**config.mk**
```make
export PLATFORM = sky130hd
export DESIGN_NAME = epi_ext_irq
export DESIGN_NICKNAME = d
export VERILOG_FILES = /design/src/common/epi_pkg.sv /design/src/hdl/epi_change_group.sv /design/src/hdl/epi_edge_detect.sv /design/src/hdl/epi_ext_irq.sv
export SDC_FILE = /design/constraint.sdc
export NUM_CORES = 1
export LEC_CHECK = 0
export BUFFER_PORTS_ARGS = -buffer_cell sky130_fd_sc_hd__buf_4
export CAP_MARGIN = 20
export CORE_ASPECT_RATIO = 0.6
export CORE_MARGIN = 2
export CORE_UTILIZATION = 53
export DETAILED_ROUTE_END_ITERATION = 10
export PLACE_DENSITY = 0.85
export RECOVER_POWER = 50
export SETUP_SLACK_MARGIN = 0.3
export SLEW_MARGIN = 10
export SYNTH_ARGS = -nofsm -noshare
export SYNTH_HDL_FRONTEND = slang
export SYNTH_SLANG_ARGS = --single-unit
```
**constraint.sdc**
```tcl
create_clock -name clk_sys -period 4 [get_ports clk_sys]
set_input_delay 0.4 -clock clk_sys [delete_from_list [all_inputs] [get_ports clk_sys]]
set_output_delay 0.4 -clock clk_sys [all_outputs]
set_load 0.01 [all_outputs]
```
**src/common/epi_pkg.sv**
```systemverilog
package epi_pkg;
  // ==========================================================
  // Register indices (printed offsets not all multiples of 4)
  localparam logic [7:0] IDX_MASK_LOW  = 8'h09;
  localparam logic [7:0] IDX_MASK_MID  = 8'h0a;
  localparam logic [7:0] IDX_FLAGS     = 8'h0b;
  localparam logic [7:0] IDX_ENABLES   = 8'h0c;
  localparam logic [7:0] IDX_MASK_HIGH = 8'h1a;
  localparam logic [7:0] IDX_SENSE     = 8'h20;
  localparam logic [7:0] IDX_IRQ_STAT  = 8'h21;
  localparam logic [7:0] IDX_IRQ_MASK  = 8'h22;
  // ==========================================================
  // Field layout
  localparam int PIN_BIT    = 0;
  localparam int GRP0_BIT   = 4;
  localparam int GRP1_BIT   = 5;
  localparam int GRP2_BIT   = 6;
  localparam int SENSE_LSB  = 6;
  localparam int GRP0_W     = 8;
  localparam int GRP1_W     = 4;
  localparam int GRP2_W     = 6;
  localparam int NUM_CHG    = 18;
  localparam int NUM_SRC    = 4;
  // Writable bits of each register
  localparam logic [7:0] WMASK_LOW  = 8'hff;
  localparam logic [7:0] WMASK_MID  = 8'h0f;
  localparam logic [7:0] WMASK_HIGH = 8'h3f;
  localparam logic [7:0] WMASK_GRP  = 8'h71;
  localparam logic [7:0] WMASK_SNS  = 8'hc0;
  localparam logic [7:0] RESET_VAL  = 8'h00;
  // ==========================================================
  // Sense modes of the dedicated pin
  typedef enum logic [1:0] {
    EPI_SENSE_LOW  = 2'h0,
    EPI_SENSE_ANY  = 2'h1,
    EPI_SENSE_FALL = 2'h2,
    EPI_SENSE_RISE = 2'h3
  } epi_sense_t;
  // Vector numbers on the acknowledge port
  localparam logic [1:0] VEC_PIN  = 2'h0;
  localparam logic [1:0] VEC_GRP0 = 2'h1;
  localparam logic [1:0] VEC_GRP1 = 2'h2;
  localparam logic [1:0] VEC_GRP2 = 2'h3;
  // AHB codes
  localparam logic [1:0] HTRANS_NONSEQ = 2'h2;
  localparam logic [1:0] HTRANS_SEQ    = 2'h3;
endpackage

```
**src/hdl/epi_change_group.sv**
```systemverilog
`timescale 1ns/1ps
// One pin-change group: per-pin edge detect, mask, or-reduce
module epi_change_group #(
  parameter int WIDTH = 8
) (
  // Clock and reset
  input  wire logic             clk_sys,
  input  wire logic             rst_n,
  // Pins and mask
  input  wire logic [WIDTH-1:0] pins,
  input  wire logic [WIDTH-1:0] mask,
  // Result
  output logic                  changed
);
  logic [WIDTH-1:0] hit;

  // ==========================================================
  // Per-pin detectors
  for (genvar i = 0; i < WIDTH; i++) begin : gPin
    logic r;
    logic f;
    epi_edge_detect uDet (
      .clk_sys (clk_sys),
      .rst_n   (rst_n),
      .pinIn   (pins[i]),
      .sampled (),
      .rise    (r),
      .fall    (f)
    );
    assign hit[i] = (r | f) & mask[i];
  end

  assign changed = |hit;
endmodule

```
**src/hdl/epi_edge_detect.sv**
```systemverilog
`timescale 1ns/1ps
// Samples one input and reports rise and fall of the sampled value
module epi_edge_detect (
  // Clock and reset
  input  wire logic clk_sys,
  input  wire logic rst_n,
  // Pin side
  input  wire logic pinIn,
  // Results
  output logic      sampled,
  output logic      rise,
  output logic      fall
);
  logic       prevSample;
  logic [1:0] warm;

  always_ff @(posedge clk_sys or negedge rst_n) begin
    if (!rst_n) begin
      sampled    <= 1'b0;
      prevSample <= 1'b0;
      warm       <= 2'h0;
    end else begin
      sampled    <= pinIn;
      prevSample <= sampled;
      warm       <= {warm[0], 1'b1};
    end
  end

  // No edge until both stages hold real pin levels: a pin idling
  // high would otherwise fake a rise right after reset
  assign rise = sampled & ~prevSample & warm[1];
  assign fall = ~sampled & prevSample & warm[1];
endmodule

```
**src/hdl/epi_ext_irq.sv**
```systemverilog
`timescale 1ns/1ps
// ==========================================================
// How it works
// - Bits 7:6 pick low, change, fall, rise
// - Pulses over one clock always detected
// - Edges found on sampled pin, not raw
// - Pin request needs enable bit and global
// - Pin level used even when driven out
// - Per-pin mask gates change into group
// - Group enables bits 6,5,4, global gated
// - Enabled group change sets flag bits 6,5,4
// - Flags clear on handler entry or one
// - Pin edge sets flag bit 0
// - Low-level mode keeps pin flag clear
// - Reserved bits read zero, ignore writes
// - Change detection sampled on clk_sys, no clockless path
// - Low level keeps request while low
module epi_ext_irq
  import epi_pkg::*;
(
  // Clock and reset
  input  wire logic              clk_sys,
  input  wire logic              rst_n,
  // AHB-Lite slave
  input  wire logic              hsel,
  input  wire logic [31:0]       haddr,
  input  wire logic [1:0]        htrans,
  input  wire logic              hwrite,
  input  wire logic [2:0]        hsize,
  input  wire logic [31:0]       hwdata,
  input  wire logic              hready,
  output logic                   hreadyout,
  output logic                   hresp,
  output logic [31:0]            hrdata,
  // Pins (dedicated pin level as seen at the pad)
  input  wire logic              dedicated_irq_pin,
  input  wire logic [epi_pkg::NUM_CHG-1:0] change_input,
  // Core handshake
  input  wire logic              globalIrqEnable,
  input  wire logic              vecAck,
  input  wire logic [1:0]        vecAckId,
  output logic [epi_pkg::NUM_SRC-1:0] coreRequest,
  // System interrupt
  output logic                   irqOut
);
  import epi_pkg::*;

  // ==========================================================
  // Registers
  logic [7:0] change_mask_group0;
  logic [7:0] change_mask_group1;
  logic [7:0] change_mask_group2;
  logic [7:0] irq_enable_reg;
  logic [7:0] irq_flag_reg;
  logic [7:0] sense_power_ctrl_reg;
  logic [NUM_SRC-1:0] eventStatus;
  logic [NUM_SRC-1:0] eventMask;

  // ==========================================================
  // AHB address phase capture
  logic       dataWrite;
  logic [7:0] dataIdx;
  wire        addrValid = hsel & hready &
                          (htrans == HTRANS_NONSEQ ||
                           htrans == HTRANS_SEQ);

  always_ff @(posedge clk_sys or negedge rst_n) begin
    if (!rst_n) begin
      dataWrite <= 1'b0;
      dataIdx   <= 8'h00;
    end else begin
      dataWrite <= addrValid & hwrite;
      if (addrValid) begin
        dataIdx <= haddr[9:2];
      end
    end
  end

  assign hreadyout = 1'b1;
  assign hresp     = 1'b0;

  function automatic logic wrHit(input logic [7:0] idx,
                                 input logic       we,
                                 input logic [7:0] cur);
    return we && (cur == idx);
  endfunction

  wire [7:0] wd      = hwdata[7:0];
  wire wrMaskLow     = wrHit(IDX_MASK_LOW,  dataWrite, dataIdx);
  wire wrMaskMid     = wrHit(IDX_MASK_MID,  dataWrite, dataIdx);
  wire wrMaskHigh    = wrHit(IDX_MASK_HIGH, dataWrite, dataIdx);
  wire wrEnables     = wrHit(IDX_ENABLES,   dataWrite, dataIdx);
  wire wrFlags       = wrHit(IDX_FLAGS,     dataWrite, dataIdx);
  wire wrSense       = wrHit(IDX_SENSE,     dataWrite, dataIdx);
  wire wrStat        = wrHit(IDX_IRQ_STAT,  dataWrite, dataIdx);
  wire wrIrqMask     = wrHit(IDX_IRQ_MASK,  dataWrite, dataIdx);

  // ==========================================================
  // Dedicated pin detection on the sampled level
  logic pinSampled;
  logic pinRise;
  logic pinFall;

  epi_edge_detect uPin (
    .clk_sys (clk_sys),
    .rst_n   (rst_n),
    .pinIn   (dedicated_irq_pin),
    .sampled (pinSampled),
    .rise    (pinRise),
    .fall    (pinFall)
  );

  wire epi_sense_t senseMode =
    epi_sense_t'(sense_power_ctrl_reg[SENSE_LSB +: 2]);
  wire levelMode = (senseMode == EPI_SENSE_LOW);

  logic pinTrigger;
  always_comb begin
    unique case (senseMode)
      EPI_SENSE_LOW:  pinTrigger = 1'b0;
      EPI_SENSE_ANY:  pinTrigger = pinRise | pinFall;
      EPI_SENSE_FALL: pinTrigger = pinFall;
      EPI_SENSE_RISE: pinTrigger = pinRise;
    endcase
  end

  // ==========================================================
  // Pin-change groups
  logic [2:0] grpChange;

  epi_change_group #(.WIDTH(GRP0_W)) uGrp0 (
    .clk_sys (clk_sys),
    .rst_n   (rst_n),
    .pins    (change_input[GRP0_W-1:0]),
    .mask    (change_mask_group0[GRP0_W-1:0]),
    .changed (grpChange[0])
  );
  epi_change_group #(.WIDTH(GRP1_W)) uGrp1 (
    .clk_sys (clk_sys),
    .rst_n   (rst_n),
    .pins    (change_input[GRP0_W +: GRP1_W]),
    .mask    (change_mask_group1[GRP1_W-1:0]),
    .changed (grpChange[1])
  );
  epi_change_group #(.WIDTH(GRP2_W)) uGrp2 (
    .clk_sys (clk_sys),
    .rst_n   (rst_n),
    .pins    (change_input[GRP0_W+GRP1_W +: GRP2_W]),
    .mask    (change_mask_group2[GRP2_W-1:0]),
    .changed (grpChange[2])
  );

  // Group enable also gates whether a change counts at all
  wire chg0 = grpChange[0] & irq_enable_reg[GRP0_BIT];
  wire chg1 = grpChange[1] & irq_enable_reg[GRP1_BIT];
  wire chg2 = grpChange[2] & irq_enable_reg[GRP2_BIT];

  // ==========================================================
  // Flag set and clear: set wins over clear
  wire ackPin  = vecAck && vecAckId == VEC_PIN;
  wire ackGrp0 = vecAck && vecAckId == VEC_GRP0;
  wire ackGrp1 = vecAck && vecAckId == VEC_GRP1;
  wire ackGrp2 = vecAck && vecAckId == VEC_GRP2;

  wire [7:0] setFlags = ({7'h00, pinTrigger} << PIN_BIT) |
                        ({7'h00, chg0} << GRP0_BIT) |
                        ({7'h00, chg1} << GRP1_BIT) |
                        ({7'h00, chg2} << GRP2_BIT);
  wire [7:0] ackFlags = ({7'h00, ackPin} << PIN_BIT) |
                        ({7'h00, ackGrp0} << GRP0_BIT) |
                        ({7'h00, ackGrp1} << GRP1_BIT) |
                        ({7'h00, ackGrp2} << GRP2_BIT);
  wire [7:0] clrFlags = ackFlags | (wrFlags ? wd : 8'h00);
  wire [7:0] pinForce = levelMode ? (8'h01 << PIN_BIT) : 8'h00;
  wire [7:0] next_flags =
    (((irq_flag_reg & ~clrFlags) | setFlags) & WMASK_GRP)
    & ~pinForce;

  // ==========================================================
  // Register writes
  always_ff @(posedge clk_sys or negedge rst_n) begin
    if (!rst_n) begin
      change_mask_group0   <= RESET_VAL;
      change_mask_group1   <= RESET_VAL;
      change_mask_group2   <= RESET_VAL;
      irq_enable_reg       <= RESET_VAL;
      irq_flag_reg         <= RESET_VAL;
      sense_power_ctrl_reg <= RESET_VAL;
    end else begin
      irq_flag_reg <= next_flags;
      if (wrMaskLow)  change_mask_group0 <= wd & WMASK_LOW;
      if (wrMaskMid)  change_mask_group1 <= wd & WMASK_MID;
      if (wrMaskHigh) change_mask_group2 <= wd & WMASK_HIGH;
      if (wrEnables)  irq_enable_reg <= wd & WMASK_GRP;
      if (wrSense)    sense_power_ctrl_reg <= wd & WMASK_SNS;
    end
  end

  // ==========================================================
  // Requests to the core
  wire levelReq = levelMode & ~pinSampled;
  assign coreRequest[0] = globalIrqEnable & irq_enable_reg[PIN_BIT] &
                          (irq_flag_reg[PIN_BIT] | levelReq);
  assign coreRequest[1] = globalIrqEnable & irq_enable_reg[GRP0_BIT] &
                          irq_flag_reg[GRP0_BIT];
  assign coreRequest[2] = globalIrqEnable & irq_enable_reg[GRP1_BIT] &
                          irq_flag_reg[GRP1_BIT];
  assign coreRequest[3] = globalIrqEnable & irq_enable_reg[GRP2_BIT] &
                          irq_flag_reg[GRP2_BIT];
  // Change groups are sampled each clock; no clockless path

  // ==========================================================
  // System interrupt status and mask
  wire [NUM_SRC-1:0] evt = {chg2, chg1, chg0, pinTrigger};
  wire [NUM_SRC-1:0] next_status =
    (eventStatus & ~(wrStat ? wd[NUM_SRC-1:0] : '0)) | evt;

  always_ff @(posedge clk_sys or negedge rst_n) begin
    if (!rst_n) begin
      eventStatus <= '0;
      eventMask   <= '0;
    end else begin
      eventStatus <= next_status;
      if (wrIrqMask) eventMask <= wd[NUM_SRC-1:0];
    end
  end

  assign irqOut = |(eventStatus & eventMask);

  // ==========================================================
  // Read data
  logic [7:0] rdByte;
  always_comb begin
    unique case (dataIdx)
      IDX_MASK_LOW:  rdByte = change_mask_group0;
      IDX_MASK_MID:  rdByte = change_mask_group1;
      IDX_FLAGS:     rdByte = irq_flag_reg;
      IDX_ENABLES:   rdByte = irq_enable_reg;
      IDX_MASK_HIGH: rdByte = change_mask_group2;
      IDX_SENSE:     rdByte = sense_power_ctrl_reg;
      IDX_IRQ_STAT:  rdByte = {4'h0, eventStatus};
      IDX_IRQ_MASK:  rdByte = {4'h0, eventMask};
      default:       rdByte = 8'h00;
    endcase
  end
  assign hrdata = {24'h000000, rdByte};
endmodule

```
==> run metrics, run 1 <==
synthesized cell area=roughly 3700 sq um; DR WL/cell=18.5 microns; post-route antenna net violation count=0; Skew-Pair Late Insertion Delay=approximately 340 ps; switching part of the total=25.5%; Post-CTS Setup Bufs=0; Worst-path clk slew=60 ps; Bufs on Longest Clock Path=2; Relative slew margins=-16.9%; Setup TNS=0 ps; asr flop ratio synth=100%; fmax=355 MHz; global-route wire length before repair=12900 microns; peak supply drop=0.000327 V; crit path from=dataIdx[2]$_DFFE_PN0P_; number of global-route vias before repair=2432; total congestion overflow=0; Synth warnings=0; placed cells=434; Post-CTS Resized=0; CP arrival=2420 ps; row count=23; CTS tree=yes; post-synthesis sequential area ratio=about 57%; top post-synthesis cells by count=dfrtp_1, mux2_2, buf_4; number of I/O port buffers=57; detailed router's first-iteration violation count=164; top cell type by total area after synthesis=dfrtp_1; largest net degree at the start of global routing=86; post-synth cell types=43; Post-layout nets=456; clk sinks=85; HPWL after DPL=6040 microns; Internal Power=1.51 mW; RSZ-0062 raised after global routing=no; CTS Hold Bufs=0; net switching power=0.518 mW; Final Total Pwr=2.03 mW; Post-synth EDFFs=0; drt via density=about 5.5; clk_skew=6.78 ps; Comb pwr share=10.0%; Fin. Hold Viols=0; # IOs=136; FF+latch count, synth=85; failing checks=capacitance limit, slew limit; min-delay src=change_input[13]; Die X-Extent=between 100 and 150 microns; share of cells above drive strength 1=between 30% and 40%; GRT Total Usage=23.2%; DIE AREA=7730 sq um; htree depth=3; Period minus WS final=2820 ps; Worst Tran Pin Value=1750 ps; top cells by area, synth=dfrtp_1, mux2_2, buf_4, xor2_1, a22oi_1; top cell type's share of synthesized area=57.1%; Detailed Routing Iterations Pass 1=4; final setup fails=0; most numerous cell in the Yosys netlist=dfrtp_1; Power Density=458 nW/um^2; Die H=68.9 microns; initial antenna violation count=0; critical path class=flip-flop to output port; Req. time, crit path=3600 ps; instance count of the mapped netlist=approximately 300; RePlAce Congestion=a little under 0.9; worst-path maximum fanout=10; area delta synth->final=19.1%; Finished Layout Cells=450; Initial Utilization=55.3%; clock power share=between 40% and 50%; clk root buf=clkbuf_16; Core Area=6730 sq um; Post-route DRC=0; ANT cells=0; HP Class=primary input to flip-flop; syn_area_per_cell=12.6 sq um; leakage power=2.08 nW; Worst setup SP type=flip-flop; vias=around 2500; Post-Route WL=a little over 8000 microns; crit path capture type=output port; Num CTS Buffers=9; period utilisation layout=70.5%; Post-synth top flop=dfrtp_1; Worst R2R Start=dataIdx[1]$_DFFE_PN0P_; status=complete, but fails checks; number of max-cap violations=1; Flop pwr share=49.3%; fin. max-slew vios=35
[layer usage]
metal  part of all wire (%)  track usage (%)
met2                     44             35.1
met1                     49             32.4
met3                    5.7             7.43
met5                      0                0
met4                    1.4             7.77
[layout by cell type, fill, tap and decap left out, drive strengths merged, types with 6 or more instances in the layout]
| master | instances |
|---|---|
| dfrtp | 85 |
| buf | 38 |
| mux2 | 37 |
| clkbuf | 30 |
| conb | 27 |
| nand2 | 19 |
| xor2 | 18 |
| a22oi | 14 |
| nand3b | 7 |
| a21oi | 7 |
| o21ai | 7 |
| nand2b | 6 |
| nor2 | 6 |
[worst paths after layout]
check	to	slack, ps	depth (start not counted)
worst max-delay path	hrdata[2]	1180	5
worst min-delay path	uGrp2.gPin[1].uDet.sampled$_DFF_PN0_	180	1
worst max register to register	change_mask_group1[1]$_DFFE_PN0P_	1560	4
worst min register to register	uGrp0.gPin[0].uDet.warm[1]$_DFF_PN0_	350	0
max in group asynchronous	uGrp0.gPin[4].uDet.prevSample$_DFF_PN0_	1400	2
min in group asynchronous	uGrp1.gPin[0].uDet.sampled$_DFF_PN0_	520	1
[critical path, cell delays in order, from the launching register on]
cell	delay (ps)
dfrtp_1	400
or4_4	620
nor2_1	460
a22oi_1	120
o21ai_0	290
buf_4	180
[power by group through the flow]
stage	clock network, mW	registers (mW)	logic, mW
floorplan	0	0.972	0.160
global placement	0	1.01	0.198
detailed placement	0	1.01	0.204
CTS	0.847	0.999	0.205
global route	0.880	1.01	0.227
finish	0.827	1.00	0.203
[cells by family (layout without fill, tap and decap cells)]
family                    after synthesis  count (layout)  synth area share, %
AOI/OAI and AO/OA                      51              51                 9.71
and+or+nand+nor                        67              67                 10.4
DFF                                    85              85                 57.1
buffers and inverters                  33              75                 6.15
xor gates and xnor gates               19              19                 4.47
muxes                                  39              39                 11.9
other                                   2              27                0.202
[metrics by stage]
step | util [%] | hold WS (ps) | worst slack, ps | area (sq um)
after floorplan | - | 104 | 1760 | 3820
after global placement | 61.4 | 333 | 1540 | 4140
after detailed placement | 61.4 | 340 | 1590 | 4140
after CTS | 65.8 | 153 | 1220 | 4430
after global routing | 65.8 | 171 | 862 | 4430
final | 65.8 | 183 | 1180 | 4430
[area by class of cell]
cell class	count	area (sq um)
inverters	1	3.75
clock inverters	6	71.3
flip-flops and latches	85	2130
repair buffers	59	437
clock buffers	9	225
fillers	531	2300
multi-input cells	203	1460
well taps	87	109
Note: power is estimated with default switching activity, not from simulation.
==> run 2, diff against run 1 <==
Settings changed: CORE_UTILIZATION 53 to 49, PLACE_DENSITY 0.85 to 0.79.
Clock period 4 ns to 2.65 ns, I/O delays scaled along.
==> run 2 against run 1 <==
The flow now finishes without violations. Utilization down 2.9 points. Critical path depth up 1. Total power up 53%. Setup slack worse by 850 ps. Flip-flop and latch count unchanged. Clock power up 52%. Sequential power up 49%. Non-clock buffer count up 9. Clock skew up 1.0 ps. Clock-buffer cell count up 4. Critical endpoint is now hrdata[1]. Largest power group unchanged.
==> run metrics, run 2 (same netlist as run 1, synthesis figures left out) <==
number of max-cap violations=0; Skew-Pair Late Insertion Delay=340 ps; Power Density=678 nW/um^2; leakage power=around 2.2 nW; Initial Utilization=51.0%; final setup fails=0; HPWL after DPL=6060 microns; status=finished, final reports clean; Worst setup SP type=flip-flop; total congestion overflow=0; Setup TNS=0 ps; Post-Route WL=8310 microns; fmax=432 MHz; Fin. Hold Viols=0; Worst-path clk slew=60 ps; commonest non-fill, non-tap cell in the layout=dfrtp_1; RePlAce Congestion=0.927; post-route antenna net violation count=0; commonest cells after routing, fill and taps aside=dfrtp_1, buf_4, mux2_2, conb_1, clkbuf_4; post-place setup slack=354 ps; Detailed Routing Iterations Pass 1=4; number of global-route vias before repair=around 2500; CTS tree=yes; Filler cells=617; GRT Total Usage=22.0%; Bufs on Longest Clock Path=2; clk root buf=clkbuf_16; Post-layout nets=approximately 470; Period minus WS final=2320 ps; initial antenna violation count=0; row count=24; Req. time, crit path=approximately 2400 ps; Core Area=between 7000 and 8000 sq um; DR WL/cell=17.4 microns; Post-route DRC=0; clk sinks=85; global-route wire length before repair=13400 microns; crit path capture type=output port; period utilisation layout=87.4%; Relative slew margins=5.43%; RSZ-0062 raised after global routing=yes; detailed router's first-iteration violation count=around 260; Die X-Extent=approximately 120 microns; HP Class=primary input to flip-flop; peak supply drop=0.000372 V; final worst slack=around 330 ps; CP arrival=2050 ps; Die H=71.5 microns; clk_skew=7.83 ps; share of cells above drive strength 1=34.9%; Num CTS Buffers=9; drt via density=5.34; number of I/O port buffers=57; area delta synth->final=23.4%; DIE AREA=~8300 sq um; ANT cells=0; fin. max-slew vios=0; htree depth=3; largest net degree at the start of global routing=59; Worst Tran Pin Value=~1400 ps; critical path class=flip-flop to output port; vias=2548; # IOs=136; worst-path maximum fanout=7
==> run 2: cell count changes in the layout (fill, tap and decap cells not counted), moves of 2 or more <==
| cell | before | now |
|---|---|---|
| clkbuf_8 | 0 | 2 |
| clkinvlp_4 | 2 | 0 |
| inv_6 | 3 | 0 |
| o21ai_0 | 7 | 5 |
| clkbuf_4 | 19 | 21 |
| o21ai_1 | 0 | 2 |
| buf_4 | 38 | 43 |
==> run 2: path summary, 6_finish.rpt <==
kind / from / to / slack [ps] / depth (start not counted)
worst max-delay path: dataIdx[6]$_DFFE_PN0P_ / hrdata[1] / 330 / 6
worst min-delay path: dedicated_irq_pin / uPin.sampled$_DFF_PN0_ / 40 / 1
worst max register to register: dataIdx[6]$_DFFE_PN0P_ / sense_power_ctrl_reg[6]$_DFFE_PN0P_ / 390 / 4
worst min register to register: uGrp2.gPin[0].uDet.warm[0]$_DFF_PN0_ / uGrp0.gPin[0].uDet.warm[1]$_DFF_PN0_ / 340 / 0
max in group asynchronous: rst_n / uGrp0.gPin[1].uDet.sampled$_DFF_PN0_ / 1010 / 2
min in group asynchronous: rst_n / uGrp1.gPin[2].uDet.sampled$_DFF_PN0_ / 800 / 2
==> run 2: layout make-up <==
| cell class | count | area (sq um) | area share [%] |
|---|---|---|---|
| flip-flops and latches | 85 | 2130 | 46.3 |
| inverters | 1 | 3.75 | 0.0817 |
| clock inverters | 3 | 43.8 | 0.954 |
| well taps | 104 | 130 | 2.83 |
| clock buffers | 13 | 260 | 5.67 |
| multi-input cells | 203 | 1500 | 32.7 |
| repair buffers | 68 | 527 | 11.5 |
==> run 2: timing repair <==
| action | 4_1_cts | 5_1_grt |
|---|---|---|
| hold buffers | 1 | 0 |
| resized for setup | 5 | 6 |
| endpoints found under the hold margin | 3 | 0 |
| setup buffers | 2 | 0 |
| endpoints found under the setup margin | 6 | 6 |
| pin swaps | 2 | 3 |
==> run 2: stage by stage <==
stage               utilization (%)  hold slack (ps)  instances  area [sq um]  power, mW
floorplan                         -            -30.6        321          3820       1.71
global placement               57.9              332        458          4220       1.84
detailed placement             57.9              340        458          4220       1.86
CTS                            62.7             13.1        477          4580       3.14
global route                   62.9             35.5        477          4590       3.26
finish                         62.9             44.2        477          4590       3.11
==> run 2: critical path, stage by stage, from the launching register on <==
cell and delay [ps]:
dfrtp_1 400, or4_4 590, nor2_1 120, buf_4 170
a22oi_1 70, o21ai_0 160, buf_4 190
==> run 2: where the power goes <==
part | total [mW] | internal [mW] | switching (mW) | leakage [nW]
combinational | 0.360 | 0.176 | 0.184 | 0.951
sequential | 1.49 | 1.39 | 0.0988 | 1.05
clock | 1.26 | 0.781 | 0.478 | 0.150
total | 3.11 | 2.35 | 0.761 | 2.16
==> run 2: routing by layer <==
| metal | GRT usage [%] | wire length, microns | vias to the layer above |
|---|---|---|---|
| met5 | 0 | 0 | - |
| met4 | 6.08 | 129 | 0 |
| met3 | 8.46 | 833 | 15 |
| met2 | 29.5 | 3520 | 114 |
| met1 | 33.4 | 3820 | 1263 |
| li1 | - | - | 1156 |
